==> config.mk <==
export PLATFORM = sky130hd
export DESIGN_NAME = counter_interrupt_trigger
export DESIGN_NICKNAME = d
export VERILOG_FILES = /design/src/include/cit_pkg.sv /design/src/design/counter_interrupt_trigger.sv /design/src/design/pulse_step_unit.sv
export SDC_FILE = /design/constraint.sdc
export NUM_CORES = 1
export LEC_CHECK = 0
export BUFFER_PORTS_ARGS = -buffer_cell sky130_fd_sc_hd__buf_2
export CAP_MARGIN = 15
export CORE_UTILIZATION = 40
export CTS_CLUSTER_DIAMETER = 40
export DETAILED_ROUTE_END_ITERATION = 10
export HOLD_SLACK_MARGIN = 0.05
export PLACE_DENSITY_LB_ADDON = 0.25
export SYNTH_ARGS = -nofsm -noshare
export SYNTH_HDL_FRONTEND = slang
export SYNTH_SLANG_ARGS = --single-unit
==> constraint.sdc <==
create_clock -name pclk -period 8.2 [get_ports pclk]
set_clock_uncertainty 0.1 [all_clocks]
set_input_delay 0.82 -clock pclk [delete_from_list [all_inputs] [get_ports pclk]]
set_output_delay 0.82 -clock pclk [all_outputs]
set_load 0.1 [all_outputs]
==> src/include/cit_pkg.sv <==
/*
  shared constants, field layouts and carrier types for the counter
  interrupt trigger: register offsets, mode codes, interval timing.
  assumes a single 10 MHz clock and an apb register port.
*/
package cit_pkg;
  // ------------------------------------------------------------
  // clock and timing
  // ------------------------------------------------------------
  localparam int CLK_FREQ_HZ  = 10_000_000;   // pclk rate
  localparam int MAX_PULSE_HZ = 5000;         // fastest pulse train served
  localparam int IVL_SHORT_MS = 10;           // shortest measuring interval
  localparam int IVL_MID_MS   = 100;          // middle measuring interval
  localparam int IVL_LONG_MS  = 1000;         // longest measuring interval
  localparam int IVL_SHORT_CYC = CLK_FREQ_HZ / 1000 * IVL_SHORT_MS;
  localparam int IVL_MID_CYC   = CLK_FREQ_HZ / 1000 * IVL_MID_MS;
  localparam int IVL_LONG_CYC  = CLK_FREQ_HZ / 1000 * IVL_LONG_MS;
  localparam logic [31:0] MIN_HZ_SHORT = 32'h0000_01f4;  // 500 Hz
  localparam logic [31:0] MIN_HZ_MID   = 32'h0000_0032;  // 50 Hz
  localparam logic [31:0] MIN_HZ_LONG  = 32'h0000_0005;  // 5 Hz
  localparam logic [31:0] MAX_HZ       = 32'h0000_1388;  // 5000 Hz
  // ------------------------------------------------------------
  // register offsets (byte addresses)
  // ------------------------------------------------------------
  localparam logic [7:0] OFS_CTRL     = 8'h00;
  localparam logic [7:0] OFS_SETPOINT = 8'h04;
  localparam logic [7:0] OFS_COUNT    = 8'h08;
  localparam logic [7:0] OFS_FREQ     = 8'h0c;
  localparam logic [7:0] OFS_STATUS   = 8'h10;
  localparam logic [7:0] OFS_RESULT   = 8'h14;
  // ------------------------------------------------------------
  // field positions and reset values
  // ------------------------------------------------------------
  localparam int ST_TRIG_BIT   = 0;           // sticky trigger flag, w1c
  localparam int ST_VALID_BIT  = 1;           // last frequency in range
  localparam int ST_ACTIVE_BIT = 2;           // block running
  localparam int RESULT_W      = 4;           // result bit count
  localparam logic [31:0] CTRL_RESET  = 32'h0000_0000;
  localparam logic [31:0] CTRL_WMASK  = 32'h0001_7737;
  localparam logic [31:0] SETPT_RESET = 32'h0000_0000;
  // ------------------------------------------------------------
  // mode and interval codes
  // ------------------------------------------------------------
  localparam logic [2:0] MODE_EXT_DIR    = 3'h0;
  localparam logic [2:0] MODE_DUAL       = 3'h1;
  localparam logic [2:0] MODE_INCR       = 3'h2;
  localparam logic [2:0] MODE_FREQ_ABOVE = 3'h3;
  localparam logic [2:0] MODE_FREQ_BELOW = 3'h4;
  localparam logic [1:0] IVL_SHORT = 2'h0;
  localparam logic [1:0] IVL_MID   = 2'h1;
  // ------------------------------------------------------------
  // carrier types
  // ------------------------------------------------------------
  typedef struct packed {
    logic [14:0] rsv_hi;       // reads zero
    logic        en_required;  // activate input gates the block
    logic        rsv_c;
    logic [2:0]  aux_sel;      // direction / down / channel b input
    logic        rsv_b;
    logic [2:0]  cnt_sel;      // counting / channel a input
    logic [1:0]  rsv_a;
    logic [1:0]  ivl;          // measuring interval code
    logic        rsv_m;
    logic [2:0]  mode;         // operating mode code
  } ctrl_type;

  typedef struct packed {
    logic up;                  // one step up
    logic dn;                  // one step down
    logic edge_a;              // rising edge on the counting input
  } step_type;

  // frequency per edge for an interval code
  function automatic logic [31:0] freq_scale(input logic [1:0] ivl);
    return (ivl == IVL_SHORT) ? 32'(1000 / IVL_SHORT_MS) :
           (ivl == IVL_MID)   ? 32'(1000 / IVL_MID_MS) : 32'(1000 / IVL_LONG_MS);
  endfunction

  // lowest valid frequency for an interval code
  function automatic logic [31:0] freq_min(input logic [1:0] ivl);
    return (ivl == IVL_SHORT) ? MIN_HZ_SHORT : (ivl == IVL_MID) ? MIN_HZ_MID : MIN_HZ_LONG;
  endfunction
endpackage

==> src/design/counter_interrupt_trigger.sv <==
/*
  counter-controlled interrupt trigger: counts or measures pulses on
  eight device inputs and compares with a signed setpoint over apb.
  assumes device inputs synchronous to pclk; apb master per amba rules.
*/
//
// Function
// - count one step per counting pulse
// - direction level low up, high down
// - dual inputs: one counts up, other down
// - quadrature direction from channel phase
// - full quadrature period changes count by two
// - frequency above setpoint triggers
// - frequency below setpoint triggers
// - interval selectable 10 ms, 100 ms, 1 s
// - valid range per interval, upper 5000 Hz
// - four result bits from interrupt routine
// - count reaching setpoint triggers
// - count clear high zeroes count
// - setpoint is signed 32-bit
// - activate input gates when required
`timescale 1ns/1ns
module counter_interrupt_trigger #(
  parameter int unsigned IVL_SHORT_CYC_P = cit_pkg::IVL_SHORT_CYC,
  parameter int unsigned IVL_MID_CYC_P   = cit_pkg::IVL_MID_CYC,
  parameter int unsigned IVL_LONG_CYC_P  = cit_pkg::IVL_LONG_CYC
) (
  input  wire logic               pclk,
  input  wire logic               presetn,
  input  wire logic               psel,
  input  wire logic               penable,
  input  wire logic               pwrite,
  input  wire logic [7:0]         paddr,
  input  wire logic [31:0]        pwdata,
  output logic      [31:0]        prdata,
  output logic                    pready,
  output logic                    pslverr,
  input  wire logic [7:0]         device_in,
  input  wire logic               activate,
  input  wire logic               count_clear,
  output logic signed [31:0]      current_count_output,
  output logic                    result_bit_one,
  output logic                    result_bit_two,
  output logic                    result_bit_three,
  output logic                    result_bit_four,
  output logic                    trigger_pulse
);
  import cit_pkg::*;

  // ------------------------------------------------------------
  // elaboration checks
  // ------------------------------------------------------------
  if (IVL_SHORT_CYC_P < 1 || IVL_SHORT_CYC_P > IVL_MID_CYC_P || IVL_MID_CYC_P > IVL_LONG_CYC_P ||
      IVL_LONG_CYC_P >= 2**24) begin : g_bad_ivl
    $error("interval lengths must rise and fit 24 bits");
  end
  if (CLK_FREQ_HZ < 4 * MAX_PULSE_HZ) begin : g_bad_clk
    $error("clock too slow for the fastest pulse train");
  end

  // picks one device input by its 3-bit number
  function automatic logic sel_bit(input logic [7:0] vec, input logic [2:0] idx);
    return vec[idx];
  endfunction

  // ------------------------------------------------------------
  // state
  // ------------------------------------------------------------
  ctrl_type             ctrl_ff;        // mode, interval, input numbers
  logic signed [31:0]   setpoint_ff;    // reference_setpoint
  logic signed [31:0]   count_ff;       // block_count_value
  logic [31:0]          freq_ff;        // last measured frequency in Hz
  logic [15:0]          edges_ff;       // edges in running interval
  logic [23:0]          ivl_cnt_ff;     // cycles into running interval
  logic                 valid_ff;       // last frequency in range
  logic                 trig_flag_ff;   // sticky trigger flag
  logic                 trig_ff;        // one-cycle trigger
  logic [RESULT_W-1:0]  result_ff;      // result bits
  logic [31:0]          prdata_ff;      // apb read data
  logic                 pready_ff;      // apb ready
  logic                 pslverr_ff;     // apb error
  step_type             step;           // pulses from the step unit

  // ------------------------------------------------------------
  // apb decode
  // ------------------------------------------------------------
  wire setup_ph   = psel & ~penable;
  wire access_ok  = psel & penable & pready_ff;
  wire wr_en      = access_ok & pwrite;
  wire sel_ctrl   = paddr == OFS_CTRL;
  wire sel_setpt  = paddr == OFS_SETPOINT;
  wire sel_count  = paddr == OFS_COUNT;
  wire sel_freq   = paddr == OFS_FREQ;
  wire sel_status = paddr == OFS_STATUS;
  wire sel_result = paddr == OFS_RESULT;
  wire addr_ok    = sel_ctrl | sel_setpt | sel_count | sel_freq | sel_status | sel_result;
  wire wr_ctrl    = wr_en & sel_ctrl;
  wire wr_setpt   = wr_en & sel_setpt;
  wire wr_status  = wr_en & sel_status;
  wire wr_result  = wr_en & sel_result;

  // status word
  wire active = ~ctrl_ff.en_required | activate;
  wire [31:0] status_word = {29'h0, active, valid_ff, trig_flag_ff};

  // read mux
  wire [31:0] rd_word = sel_ctrl   ? ctrl_ff :
                        sel_setpt  ? setpoint_ff :
                        sel_count  ? count_ff :
                        sel_freq   ? freq_ff :
                        sel_status ? status_word :
                        sel_result ? {28'h0, result_ff} : 32'h0000_0000;

  // ------------------------------------------------------------
  // counting path
  // ------------------------------------------------------------
  wire count_mode = (ctrl_ff.mode == MODE_EXT_DIR) | (ctrl_ff.mode == MODE_DUAL) |
                    (ctrl_ff.mode == MODE_INCR);
  wire freq_mode  = (ctrl_ff.mode == MODE_FREQ_ABOVE) | (ctrl_ff.mode == MODE_FREQ_BELOW);
  wire pulse_a    = sel_bit(device_in, ctrl_ff.cnt_sel);
  wire pulse_b    = sel_bit(device_in, ctrl_ff.aux_sel);

  // step unit: mode decode of the two selected inputs
  pulse_step_unit u_step (
    .pclk    (pclk),
    .presetn (presetn),
    .mode    (ctrl_ff.mode),
    .enable  (active),
    .pulse_a (pulse_a),
    .pulse_b (pulse_b),
    .step    (step)
  );

  // simultaneous up and down cancel out
  wire step_any = active & count_mode & (step.up ^ step.dn) & ~count_clear;
  wire signed [31:0] step_val  = step.up ? 32'sh0000_0001 : -32'sh0000_0001;
  wire signed [31:0] nxt_count = count_clear ? 32'sh0000_0000 :
                                 step_any ? count_ff + step_val :
                                 count_ff;
  wire hit_count = step_any & (nxt_count == setpoint_ff);

  // ------------------------------------------------------------
  // frequency path
  // ------------------------------------------------------------
  wire [23:0] ivl_len = (ctrl_ff.ivl == IVL_SHORT) ? 24'(IVL_SHORT_CYC_P) :
                        (ctrl_ff.ivl == IVL_MID)   ? 24'(IVL_MID_CYC_P) : 24'(IVL_LONG_CYC_P);
  wire        meas_on  = active & freq_mode;
  // at or past the end: a switch to a shorter interval must not run on to wrap
  wire        ivl_end  = meas_on & (ivl_cnt_ff >= ivl_len - 24'h00_0001);
  wire [31:0] nxt_freq = 32'(edges_ff) * freq_scale(ctrl_ff.ivl);
  wire        freq_ok  = (nxt_freq >= freq_min(ctrl_ff.ivl)) & (nxt_freq <= MAX_HZ);
  wire        f_above  = $signed({1'b0, nxt_freq}) > 33'(setpoint_ff);
  wire        f_below  = $signed({1'b0, nxt_freq}) < 33'(setpoint_ff);
  wire        freq_hit = ivl_end & freq_ok &
                         (((ctrl_ff.mode == MODE_FREQ_ABOVE) & f_above) |
                          ((ctrl_ff.mode == MODE_FREQ_BELOW) & f_below));
  wire [15:0] edges_sum = (edges_ff == 16'hffff) ? edges_ff : edges_ff + 16'(step.edge_a);
  wire [15:0] nxt_edges = !meas_on ? 16'h0000 : ivl_end ? 16'(step.edge_a) : edges_sum;
  wire [23:0] nxt_ivl   = (!meas_on || ivl_end) ? 24'h00_0000 : ivl_cnt_ff + 24'h00_0001;

  // trigger and its sticky copy, set wins over clear
  wire nxt_trig = hit_count | freq_hit;
  wire nxt_flag = nxt_trig | (trig_flag_ff & ~(wr_status & pwdata[ST_TRIG_BIT]));

  // ------------------------------------------------------------
  // registers
  // ------------------------------------------------------------
  // apb answer: ready in the first access cycle
  always_ff @(posedge pclk or negedge presetn) begin
    if (!presetn) begin
      pready_ff  <= 1'b0;
      pslverr_ff <= 1'b0;
      prdata_ff  <= 32'h0000_0000;
    end else begin
      pready_ff  <= setup_ph;
      pslverr_ff <= setup_ph & ~addr_ok;
      prdata_ff  <= setup_ph ? rd_word : prdata_ff;
    end
  end

  // software-written registers
  always_ff @(posedge pclk or negedge presetn) begin
    if (!presetn) begin
      ctrl_ff     <= CTRL_RESET;
      setpoint_ff <= SETPT_RESET;
      result_ff   <= '0;
    end else begin
      if (wr_ctrl)   ctrl_ff     <= pwdata & CTRL_WMASK;
      if (wr_setpt)  setpoint_ff <= pwdata;
      if (wr_result) result_ff   <= pwdata[RESULT_W-1:0];
    end
  end

  // counting and measuring state
  always_ff @(posedge pclk or negedge presetn) begin
    if (!presetn) begin
      count_ff     <= 32'sh0000_0000;
      edges_ff     <= 16'h0000;
      ivl_cnt_ff   <= 24'h00_0000;
      freq_ff      <= 32'h0000_0000;
      valid_ff     <= 1'b0;
      trig_ff      <= 1'b0;
      trig_flag_ff <= 1'b0;
    end else begin
      count_ff     <= nxt_count;
      edges_ff     <= nxt_edges;
      ivl_cnt_ff   <= nxt_ivl;
      freq_ff      <= ivl_end ? nxt_freq : freq_ff;
      valid_ff     <= ivl_end ? freq_ok : valid_ff;
      trig_ff      <= nxt_trig;
      trig_flag_ff <= nxt_flag;
    end
  end

  // ------------------------------------------------------------
  // outputs
  // ------------------------------------------------------------
  assign prdata               = prdata_ff;
  assign pready               = pready_ff;
  assign pslverr              = pslverr_ff;
  assign current_count_output = count_ff;
  assign result_bit_one       = result_ff[0];
  assign result_bit_two       = result_ff[1];
  assign result_bit_three     = result_ff[2];
  assign result_bit_four      = result_ff[3];
  assign trigger_pulse        = trig_ff;

  // ------------------------------------------------------------
  // checks
  // ------------------------------------------------------------
  property p_clear;
    @(posedge pclk) disable iff (!presetn)
    count_clear |=> current_count_output == 32'sh0000_0000;
  endproperty
  a_clear: assert property (p_clear) else $error("count not cleared");

  property p_up_step;
    @(posedge pclk) disable iff (!presetn)
    (active && count_mode && step.up && !step.dn && !count_clear) |=>
      current_count_output == $past(current_count_output) + 32'sh0000_0001;
  endproperty
  a_up_step: assert property (p_up_step) else $error("up step lost");

  property p_wrap;
    @(posedge pclk) disable iff (!presetn)
    (step_any && step.up && count_ff == 32'sh7fff_ffff) |=> count_ff == 32'sh8000_0000;
  endproperty
  a_wrap: assert property (p_wrap) else $error("count did not wrap");

  property p_reach;
    @(posedge pclk) disable iff (!presetn)
    (step_any && nxt_count == setpoint_ff) |=> trigger_pulse && trig_flag_ff;
  endproperty
  a_reach: assert property (p_reach) else $error("setpoint reached without trigger");

  property p_hold_inactive;
    @(posedge pclk) disable iff (!presetn)
    (ctrl_ff.en_required && !activate && !count_clear) |=> $stable(count_ff) && !trigger_pulse;
  endproperty
  a_hold_inactive: assert property (p_hold_inactive) else $error("counted while inactive");

  property p_above;
    @(posedge pclk) disable iff (!presetn)
    (ctrl_ff.mode == MODE_FREQ_ABOVE && ivl_end && freq_ok && f_above) |=> trigger_pulse;
  endproperty
  a_above: assert property (p_above) else $error("frequency above missed");

  property p_below;
    @(posedge pclk) disable iff (!presetn)
    (ctrl_ff.mode == MODE_FREQ_BELOW && ivl_end && freq_ok && f_below) |=> trigger_pulse;
  endproperty
  a_below: assert property (p_below) else $error("frequency below missed");

  property p_freq_once;
    @(posedge pclk) disable iff (!presetn)
    (freq_mode && trigger_pulse) |-> $past(ivl_end);
  endproperty
  a_freq_once: assert property (p_freq_once) else $error("frequency trigger off interval end");

  property p_range;
    @(posedge pclk) disable iff (!presetn)
    ivl_end |=> valid_ff == (freq_ff >= freq_min($past(ctrl_ff.ivl)) && freq_ff <= MAX_HZ);
  endproperty
  a_range: assert property (p_range) else $error("range flag wrong");

  property p_result;
    @(posedge pclk) disable iff (!presetn)
    wr_result |=> {result_bit_four, result_bit_three, result_bit_two, result_bit_one} == $past(pwdata[3:0]);
  endproperty
  a_result: assert property (p_result) else $error("result bits not updated");

  c_count_hit: cover property (@(posedge pclk) disable iff (!presetn) count_mode && trigger_pulse);
  c_freq_hit:  cover property (@(posedge pclk) disable iff (!presetn) freq_mode && trigger_pulse);
  c_clear:     cover property (@(posedge pclk) disable iff (!presetn) count_clear ##1 step_any);
endmodule

==> src/design/pulse_step_unit.sv <==
/*
  turns the two selected device inputs into up, down and edge pulses
  according to the counting mode.
  assumes inputs synchronous to pclk; outputs lag the inputs by one edge.
*/
`timescale 1ns/1ns
module pulse_step_unit (
  input  wire logic          pclk,
  input  wire logic          presetn,
  input  wire logic [2:0]    mode,
  input  wire logic          enable,
  input  wire logic          pulse_a,
  input  wire logic          pulse_b,
  output cit_pkg::step_type  step
);
  import cit_pkg::*;

  // ------------------------------------------------------------
  // history and decode
  // ------------------------------------------------------------
  logic     a_ff;          // last level of input a
  logic     b_ff;          // last level of input b
  step_type step_ff;       // registered pulses
  step_type nxt_step;

  wire rise_a = pulse_a & ~a_ff;
  wire rise_b = pulse_b & ~b_ff;
  wire edge_a = pulse_a ^ a_ff;
  wire phase  = pulse_a ^ pulse_b;   // a leads b while high on a edge

  // per-mode step decode
  wire ext_up  = rise_a & ~pulse_b;
  wire ext_dn  = rise_a & pulse_b;
  wire incr_up = edge_a & phase;
  wire incr_dn = edge_a & ~phase;

  wire nxt_up = enable & ((mode == MODE_EXT_DIR) ? ext_up :
                          (mode == MODE_DUAL)    ? rise_a :
                          (mode == MODE_INCR)    ? incr_up : 1'b0);
  wire nxt_dn = enable & ((mode == MODE_EXT_DIR) ? ext_dn :
                          (mode == MODE_DUAL)    ? rise_b :
                          (mode == MODE_INCR)    ? incr_dn : 1'b0);
  // one driver for the whole pulse word
  assign nxt_step = {nxt_up, nxt_dn, enable & rise_a};
  assign step = step_ff;

  // history and pulse registers
  always_ff @(posedge pclk or negedge presetn) begin
    if (!presetn) begin
      a_ff    <= 1'b0;
      b_ff    <= 1'b0;
      step_ff <= '0;
    end else begin
      a_ff    <= pulse_a;
      b_ff    <= pulse_b;
      step_ff <= nxt_step;
    end
  end

  // ------------------------------------------------------------
  // checks
  // ------------------------------------------------------------
  property p_ext_dir;
    @(posedge pclk) disable iff (!presetn)
    (enable && mode == MODE_EXT_DIR && rise_a) |=> (step.dn == $past(pulse_b)) && (step.up != step.dn);
  endproperty
  a_ext_dir: assert property (p_ext_dir) else $error("direction level not obeyed");

  property p_dual;
    @(posedge pclk) disable iff (!presetn)
    (enable && mode == MODE_DUAL && rise_b) |=> step.dn;
  endproperty
  a_dual: assert property (p_dual) else $error("down input did not step");

  property p_incr_dir;
    @(posedge pclk) disable iff (!presetn)
    (enable && mode == MODE_INCR && edge_a) |=> (step.up == $past(phase)) && (step.up ^ step.dn);
  endproperty
  a_incr_dir: assert property (p_incr_dir) else $error("quadrature direction wrong");

  property p_incr_b_only;
    @(posedge pclk) disable iff (!presetn)
    (mode == MODE_INCR && !edge_a) |=> !step.up && !step.dn;
  endproperty
  a_incr_b_only: assert property (p_incr_b_only) else $error("step without channel a edge");

  c_incr_up: cover property (@(posedge pclk) disable iff (!presetn) mode == MODE_INCR ##1 step.up);
endmodule

# After elaboration in Yosys (flattened, before gate mapping)
# Cells that the tools add are included.
[totals]
inputBits = 55
register_bits = 194
out_inout_bits = 71
wordCells = 136
[op_classes]
mux = 29
reduce_logical = 5
n_addsub = 4
eq_ne = 13
order_cmp = 7
mul = 1
bitwise = 55
[op_table]
columns = ["cell", "count"]
rows = [
  ["two-way mux 32 bit", 7],
  ["two-way mux 24 bit", 3],
  ["two-way mux 16 bit", 3],
  ["adder 32 bit", 1],
  ["equality test 32 bit", 1],
  ["greater-than comparator 24 x 32 -> 1 bit", 1],
  ["< comparator 24 x 32 -> 1 bit", 1],
  ["AND 1 bit", 31],
  ["adder 24 x 1 -> 24 bit (second input constant)", 1],
  ["greater-or-equal comparator 24 bit", 1],
  ["subtractor 24 x 1 -> 24 bit (second input constant)", 1],
  ["greater-or-equal comparator 23 x 9 -> 1 bit", 1],
  ["less-or-equal comparator 23 x 13 -> 1 bit (second input constant)", 1],
  ["multiplier 16 x 7 -> 23 bit", 1],
  ["adder 16 x 1 -> 16 bit", 1],
  ["equality test 16 bit (second input constant)", 1],
  ["equality test 8 x 4 -> 1 bit (second input constant)", 2],
  ["equality test 8 x 5 -> 1 bit (second input constant)", 2],
  ["two-way mux 4 bit", 3],
  ["bitwise OR 1 bit", 12],
  ["two-way mux 9 bit", 1],
  ["NOT 1 bit", 9],
  ["equality test 8 x 3 -> 1 bit (second input constant)", 1],
  ["logical NOT 8 bit", 1],
  ["15 further kinds", 27],
]

# Depth between registers and ports, before layout
[logic_depth]
depth_word = 12
mapped_depth = 34
depth_no_buf = 32

# Modules after synthesis
# Synthesis repeated with hierarchy kept, for this count alone.
[hier_totals]
cells_unflattened = 1709
area_unflattened_um2 = 15358.5
[modules_own_cells]
columns = ["module", "cells_each", "seq_area_each_um2", "area_each_um2", "n_inst"]
rows = [
  ["counter_interrupt_trigger", 1690, 4504.3, 15127.0, 1],
  ["pulse_step_unit", 19, 125.1, 231.5, 1],
]

# Least setup slack after synthesis
# Ideal clock, no wire load.
[synth_timing]
kind = "register -> register"
start = "register ctrl_ff[5] (netlist name)"
end = "register trig_flag_ff"
path_buffers = 2
stages_incl_launch_ff = 33
arrival_ns = 6.568
period_less_slack_ns = 6.798
setup_time_ns = 0.130
t_required_ns = 7.970
setup_slack_ns = 1.402
path_cell_list = "dfrtp_1 clkbuf_1 nor2b_1 clkbuf_1 nand2_1 fa_1 inv_1 fa_1 fa_1 inv_1 fa_1 inv_1 ha_1 a21oi_1 nor2_1 a211oi_1 a32o_1 o221ai_1 o21ai_0 xor2_1 inv_1 ha_1 a21o_1 a21o_1 a21oi_1 o22a_1 nor2_1 nor2_1 a311oi_1 a21oi_1 nand2_1 and4_1 nand3b_1"
[synth_between]
elab_chain_cells = 10
word_cells_on_any_way = 24
classes_between = "1 x add/sub; 1 x mul; 5 x order compare; 1 x eq/ne; 6 x mux; 9 x bitwise; 1 x reduce/logical"
[synth_lines]
columns = ["element", "line_no", "rtl"]
rows = [
  ["start: declaration", "counter_interrupt_trigger.sv:69", "ctrl_type ctrl_ff;"],
  ["start signal: assignment", "counter_interrupt_trigger.sv:188", "if (wr_ctrl) ctrl_ff <= pwdata & CTRL_WMASK;"],
  ["equality test 2 x 1 -> 1 bit", "cit_pkg.sv:76", "(ivl == IVL_MID) ? 32'(1000 / IVL_MID_MS) : 32'(1000 / IVL_LONG_MS);"],
  ["two-way mux 4 bit", "cit_pkg.sv:76", ""],
  ["two-way mux 7 bit (*)", "cit_pkg.sv:75", "return (ivl == IVL_SHORT) ? 32'(1000 / IVL_SHORT_MS) :"],
  ["multiplier 16 x 7 -> 23 bit (*)", "counter_interrupt_trigger.sv:150", "wire [31:0] nxt_freq = 32'(edges_ff) * freq_scale(ctrl_ff.ivl);"],
  ["net nxt_freq[17]", "counter_interrupt_trigger.sv:150", ""],
  ["greater-than comparator 24 x 32 -> 1 bit, or another cell as far along", "counter_interrupt_trigger.sv:152", "wire f_above = $signed({1'b0, nxt_freq}) > 33'(setpoint_ff);"],
  ["AND 1 bit, on equally long branches", "counter_interrupt_trigger.sv:155, counter_interrupt_trigger.sv:151, counter_interrupt_trigger.sv:156", ""],
  ["bitwise OR 1 bit or AND 1 bit (tied branches)", "counter_interrupt_trigger.sv:155, counter_interrupt_trigger.sv:154", ""],
  ["AND 1 bit (*)", "counter_interrupt_trigger.sv:154", "wire freq_hit = ivl_end & freq_ok &"],
  ["bitwise OR 1 bit (*)", "counter_interrupt_trigger.sv:162", "wire nxt_trig = hit_count | freq_hit;"],
  ["bitwise OR 1 bit (*)", "counter_interrupt_trigger.sv:163", "wire nxt_flag = nxt_trig | (trig_flag_ff & ~(wr_status & pwdata[ST_TRIG_BIT]));"],
  ["net nxt_flag", "counter_interrupt_trigger.sv:163", ""],
  ["end signal: assignment", "counter_interrupt_trigger.sv:211", "trig_flag_ff <= nxt_flag;"],
  ["end: declaration", "counter_interrupt_trigger.sv:76", "logic trig_flag_ff;"],
]
# Mark *: on every way through the listed nets, which the timed path passes. The rest lies on a longest branch.
# A chain may end at the register's enable or synchronous reset.

# Final worst setup path
# Same ends and word-level chain as after synthesis.

==> results.sh <==
export IMPL_synthCells=1731
export IMPL_drtAntennaViolNets=0
export IMPL_post_cts_buffers=0
export IMPL_outcome="complete, no violations"
export IMPL_cp_required_ns=8.44
export IMPL_fin_ws_ns=0.855
export IMPL_worstMarginPinSlew_ns=1.08
export IMPL_yosys_warnings=0
export IMPL_grt_pass1_wl_um=74500
export IMPL_r2r_start="ctrl_ff[5]"
export IMPL_p_per_area_nw_per_um2=217
export IMPL_period_share=0.896
export IMPL_chipHeight_um=198
export IMPL_viasPerCell=5.66
export IMPL_setup_viol=0
export IMPL_clk_latency_ns=0.47
export IMPL_r2r_slack_ns=0.86
export IMPL_clkPwrFrac=0.232
export IMPL_drt_total_wl_um=48200
export IMPL_synth_cell_types=100
export IMPL_ir_drop_uv=155
export IMPL_cp_startpoint="ctrl_ff[5]"
export IMPL_place_ws_ns=0.886
export IMPL_timing_slew_headroom=0.277
export IMPL_hold_buffers=0
export IMPL_grt_setup_unrepaired="no"
export IMPL_synth_edf_count=0
export IMPL_critPathMaxStageDelay_ns=0.65
export IMPL_rows=71
export IMPL_setup_tns_ns=0
export IMPL_worstSetupEndpointType="flip-flop"
export IMPL_tritoncts="done"
export IMPL_root_buffer="clkbuf_16"
export IMPL_io_pin_count=126
export IMPL_htreeDepth=4
export IMPL_drtIter0Drc=936
export IMPL_avgSynthCellArea_um2=8.90
export IMPL_leakage_nw=8.37
export IMPL_drc=0
export IMPL_antenna_found_initial=3
export IMPL_reg2reg_depth=32
export IMPL_crit_top_cell="inv_1"
export IMPL_vias=13200
export IMPL_gr_usage_all_layers=0.251
export IMPL_crit_slowest_cell="dfrtp_1"
export IMPL_firstDrtPassIters=5
export IMPL_max_freq_mhz=136
export IMPL_yosys_most_used_dff="dfrtp_1"
export IMPL_switchingPower_mw=1.77
export IMPL_synth_nets=1964
export IMPL_crit_fanout=24
export IMPL_fin_util=0.450
export IMPL_syn2layout_area_growth_pct=10.4
export IMPL_synthArstFlopShare=1.00
export IMPL_clk_pin_slew_ns=0.08
export IMPL_power_frac_seq=0.288
export IMPL_grt_pass1_vias=12800
export IMPL_ys_seq_elements=185
export IMPL_min_path_type="primary input to asynchronous set/reset pin"
export IMPL_dp_hpwl_um=37600
export IMPL_slew_violations=0
export IMPL_final_nets=2032
export IMPL_synth_area_um2=15400
export IMPL_drive_gt1_frac=0.149
export IMPL_gp_congestion=0.962
export IMPL_clock_sinks=185
export IMPL_synth_seq_area_share=0.300
export IMPL_pwr_share_comb=0.480
export IMPL_reg2reg_to="trig_flag_ff"
export IMPL_arrival_ns=7.58
export IMPL_port_buffers=125
export IMPL_clock_path_buffers=2
export IMPL_ctsResizeCount=0
export IMPL_wire_per_inst_um=20.7
export IMPL_start_util=0.408
export IMPL_layout_min_cycle_time_ns=7.34
export IMPL_grt_remaining_overflow=0
export IMPL_die_area_um2=39300
export IMPL_crit_type="flip-flop to flip-flop"
export IMPL_maxCapViolCount=0
export IMPL_finalHoldViolCount=0
export IMPL_cts_inserted_buffers=17
export IMPL_grt_max_degree=114
export IMPL_p_int_mw=1.92
export IMPL_power_mw=3.70
export IMPL_die_w_um=198
export IMPL_switching_share=0.479
export IMPL_start_kind="flip-flop"
export IMPL_core_um2=37800
## metrics by stage
stage               hold WS, ns  instances  area, um2
floorplan                 0.344       1731      15400
global placement          0.358       2291      16400
detailed placement        0.365       2291      16400
CTS                       0.384       2322      17000
global route              0.402       2322      17000
finish                    0.368       2324      17000
## state kept, by name, indices dropped and copies added (netlist names), 4 cells and up
| register | cells |
|---|---|
| current_count_output | 32 |
| prdata | 32 |
| setpoint_ff | 32 |
| ivl_cnt_ff | 24 |
| freq_ff | 23 |
| edges_ff | 16 |
| ctrl_ff | 12 |
| result_ff | 4 |
## power groups by stage
stage | Combinational [mW] | Clock [mW] | Sequential, mW
5_1_grt | 1.89 | 0.908 | 1.06
2_1_floorplan | 1.00 | 0 | 1.36
6_report | 1.77 | 0.858 | 1.06
3_5_place_dp | 1.74 | 0 | 1.08
4_1_cts | 1.75 | 0.879 | 1.06
3_3_place_gp | 1.74 | 0 | 1.08
## layout make-up
cell class                 count  area (um2)
fill                        3708       20700
multi-input combinational   1325        9910
sequential                   185        4630
timing repair buffer         138         732
tap                          511         639
inverter                     132         495
clock buffer                  18         439
clock inverter                13         151
antenna                        2        5.00
## worst max-delay path by stage
stage	slack (ns)	end	cells after the start
floorplan	1.40	trig_flag_ff	32
detailed placement	0.89	trig_flag_ff	32
finish	0.86	trig_flag_ff	32
global route	0.26	trig_flag_ff	32
CTS	0.88	trig_flag_ff	32
global placement	0.97	trig_flag_ff	32
## synthesized netlist by cell type, drive strengths merged (7+ instances only)
library cell,count,area share
clkbuf,65,0.016
o21ai,122,0.040
o2111ai,8,0.0050
xnor2,53,0.031
nand4,29,0.012
nor2,120,0.029
a211oi,19,0.011
a221oi,7,0.0059
a21o,33,0.016
a21oi,86,0.028
nand2,203,0.050
nor2b,10,0.0041
nand3,46,0.015
nand2b,10,0.0041
buf,24,0.0087
and2,40,0.016
and3,21,0.0086
dfrtp,185,0.30
xor2,48,0.028
inv,131,0.032
mux2,53,0.039
a22oi,30,0.015
or3,12,0.0055
mux2i,16,0.010
o211ai,9,0.0047
nor3,24,0.0081
ha,126,0.10
o31ai,16,0.0084
fa,52,0.068
nor4,14,0.0065
o21a,10,0.0049
## critical path, delay by kind of cell, from the launching register on
family / cells / cell delay, ns
flops: 1 / 0.65
compound gates: 11 / 1.92
simple gates: 8 / 1.03
fa+ha+maj: 6 / 2.72
xor+xnor: 1 / 0.24
buf+inv: 6 / 0.54
## per-layer routing
| metal | up-vias | GRT usage | routed length, um |
|---|---|---|---|
| li1 | 6249 | - | - |
| met1 | 6395 | 0.333 | 21200 |
| met2 | 433 | 0.410 | 22500 |
| met3 | 76 | 0.0385 | 2850 |
| met4 | 6 | 0.0991 | 1610 |
| met5 | - | 0 | 41 |
## cell families (layout without fill, tap and decap cells)
logic type / after synthesis / count (layout) / share of synthesized area
AO/OA/AOI/OAI: 412 / 412 / 0.181
buffers and inverters: 221 / 301 / 0.0569
adder cells (fa/ha/maj): 178 / 178 / 0.170
XOR/XNOR: 101 / 101 / 0.0584
flip-flops: 185 / 185 / 0.300
AND/OR/NAND/NOR: 559 / 559 / 0.176
other: 0 / 2 / 0
multiplexers: 75 / 75 / 0.0579
## cells in the final DEF, fill, tap and decap left out, drive strengths merged, types with 9 or more instances in the layout
| cell | synthesis | final |
|---|---|---|
| fa | 52 | 52 |
| or3 | 12 | 12 |
| dfrtp | 185 | 185 |
| nand2 | 203 | 203 |
| nor2 | 120 | 120 |
| o31ai | 16 | 16 |
| ha | 126 | 126 |
| clkbuf | 65 | 19 |
| mux2 | 53 | 53 |
| a22oi | 30 | 30 |
| nand3 | 46 | 46 |
| nor2b | 10 | 10 |
| a211oi | 19 | 19 |
| nand4 | 29 | 29 |
| and3 | 21 | 21 |
| xnor2 | 53 | 53 |
| xor2 | 48 | 48 |
| a21o | 33 | 33 |
| nand2b | 10 | 10 |
| o211ai | 9 | 9 |
| and2 | 40 | 40 |
| inv | 131 | 139 |
| nor3 | 24 | 24 |
| o21ai | 122 | 122 |
| nor4 | 14 | 14 |
| a21oi | 86 | 86 |
| mux2i | 16 | 16 |
| o21a | 10 | 10 |
| buf | 24 | 137 |
Power figures use the tool's default switching activity.
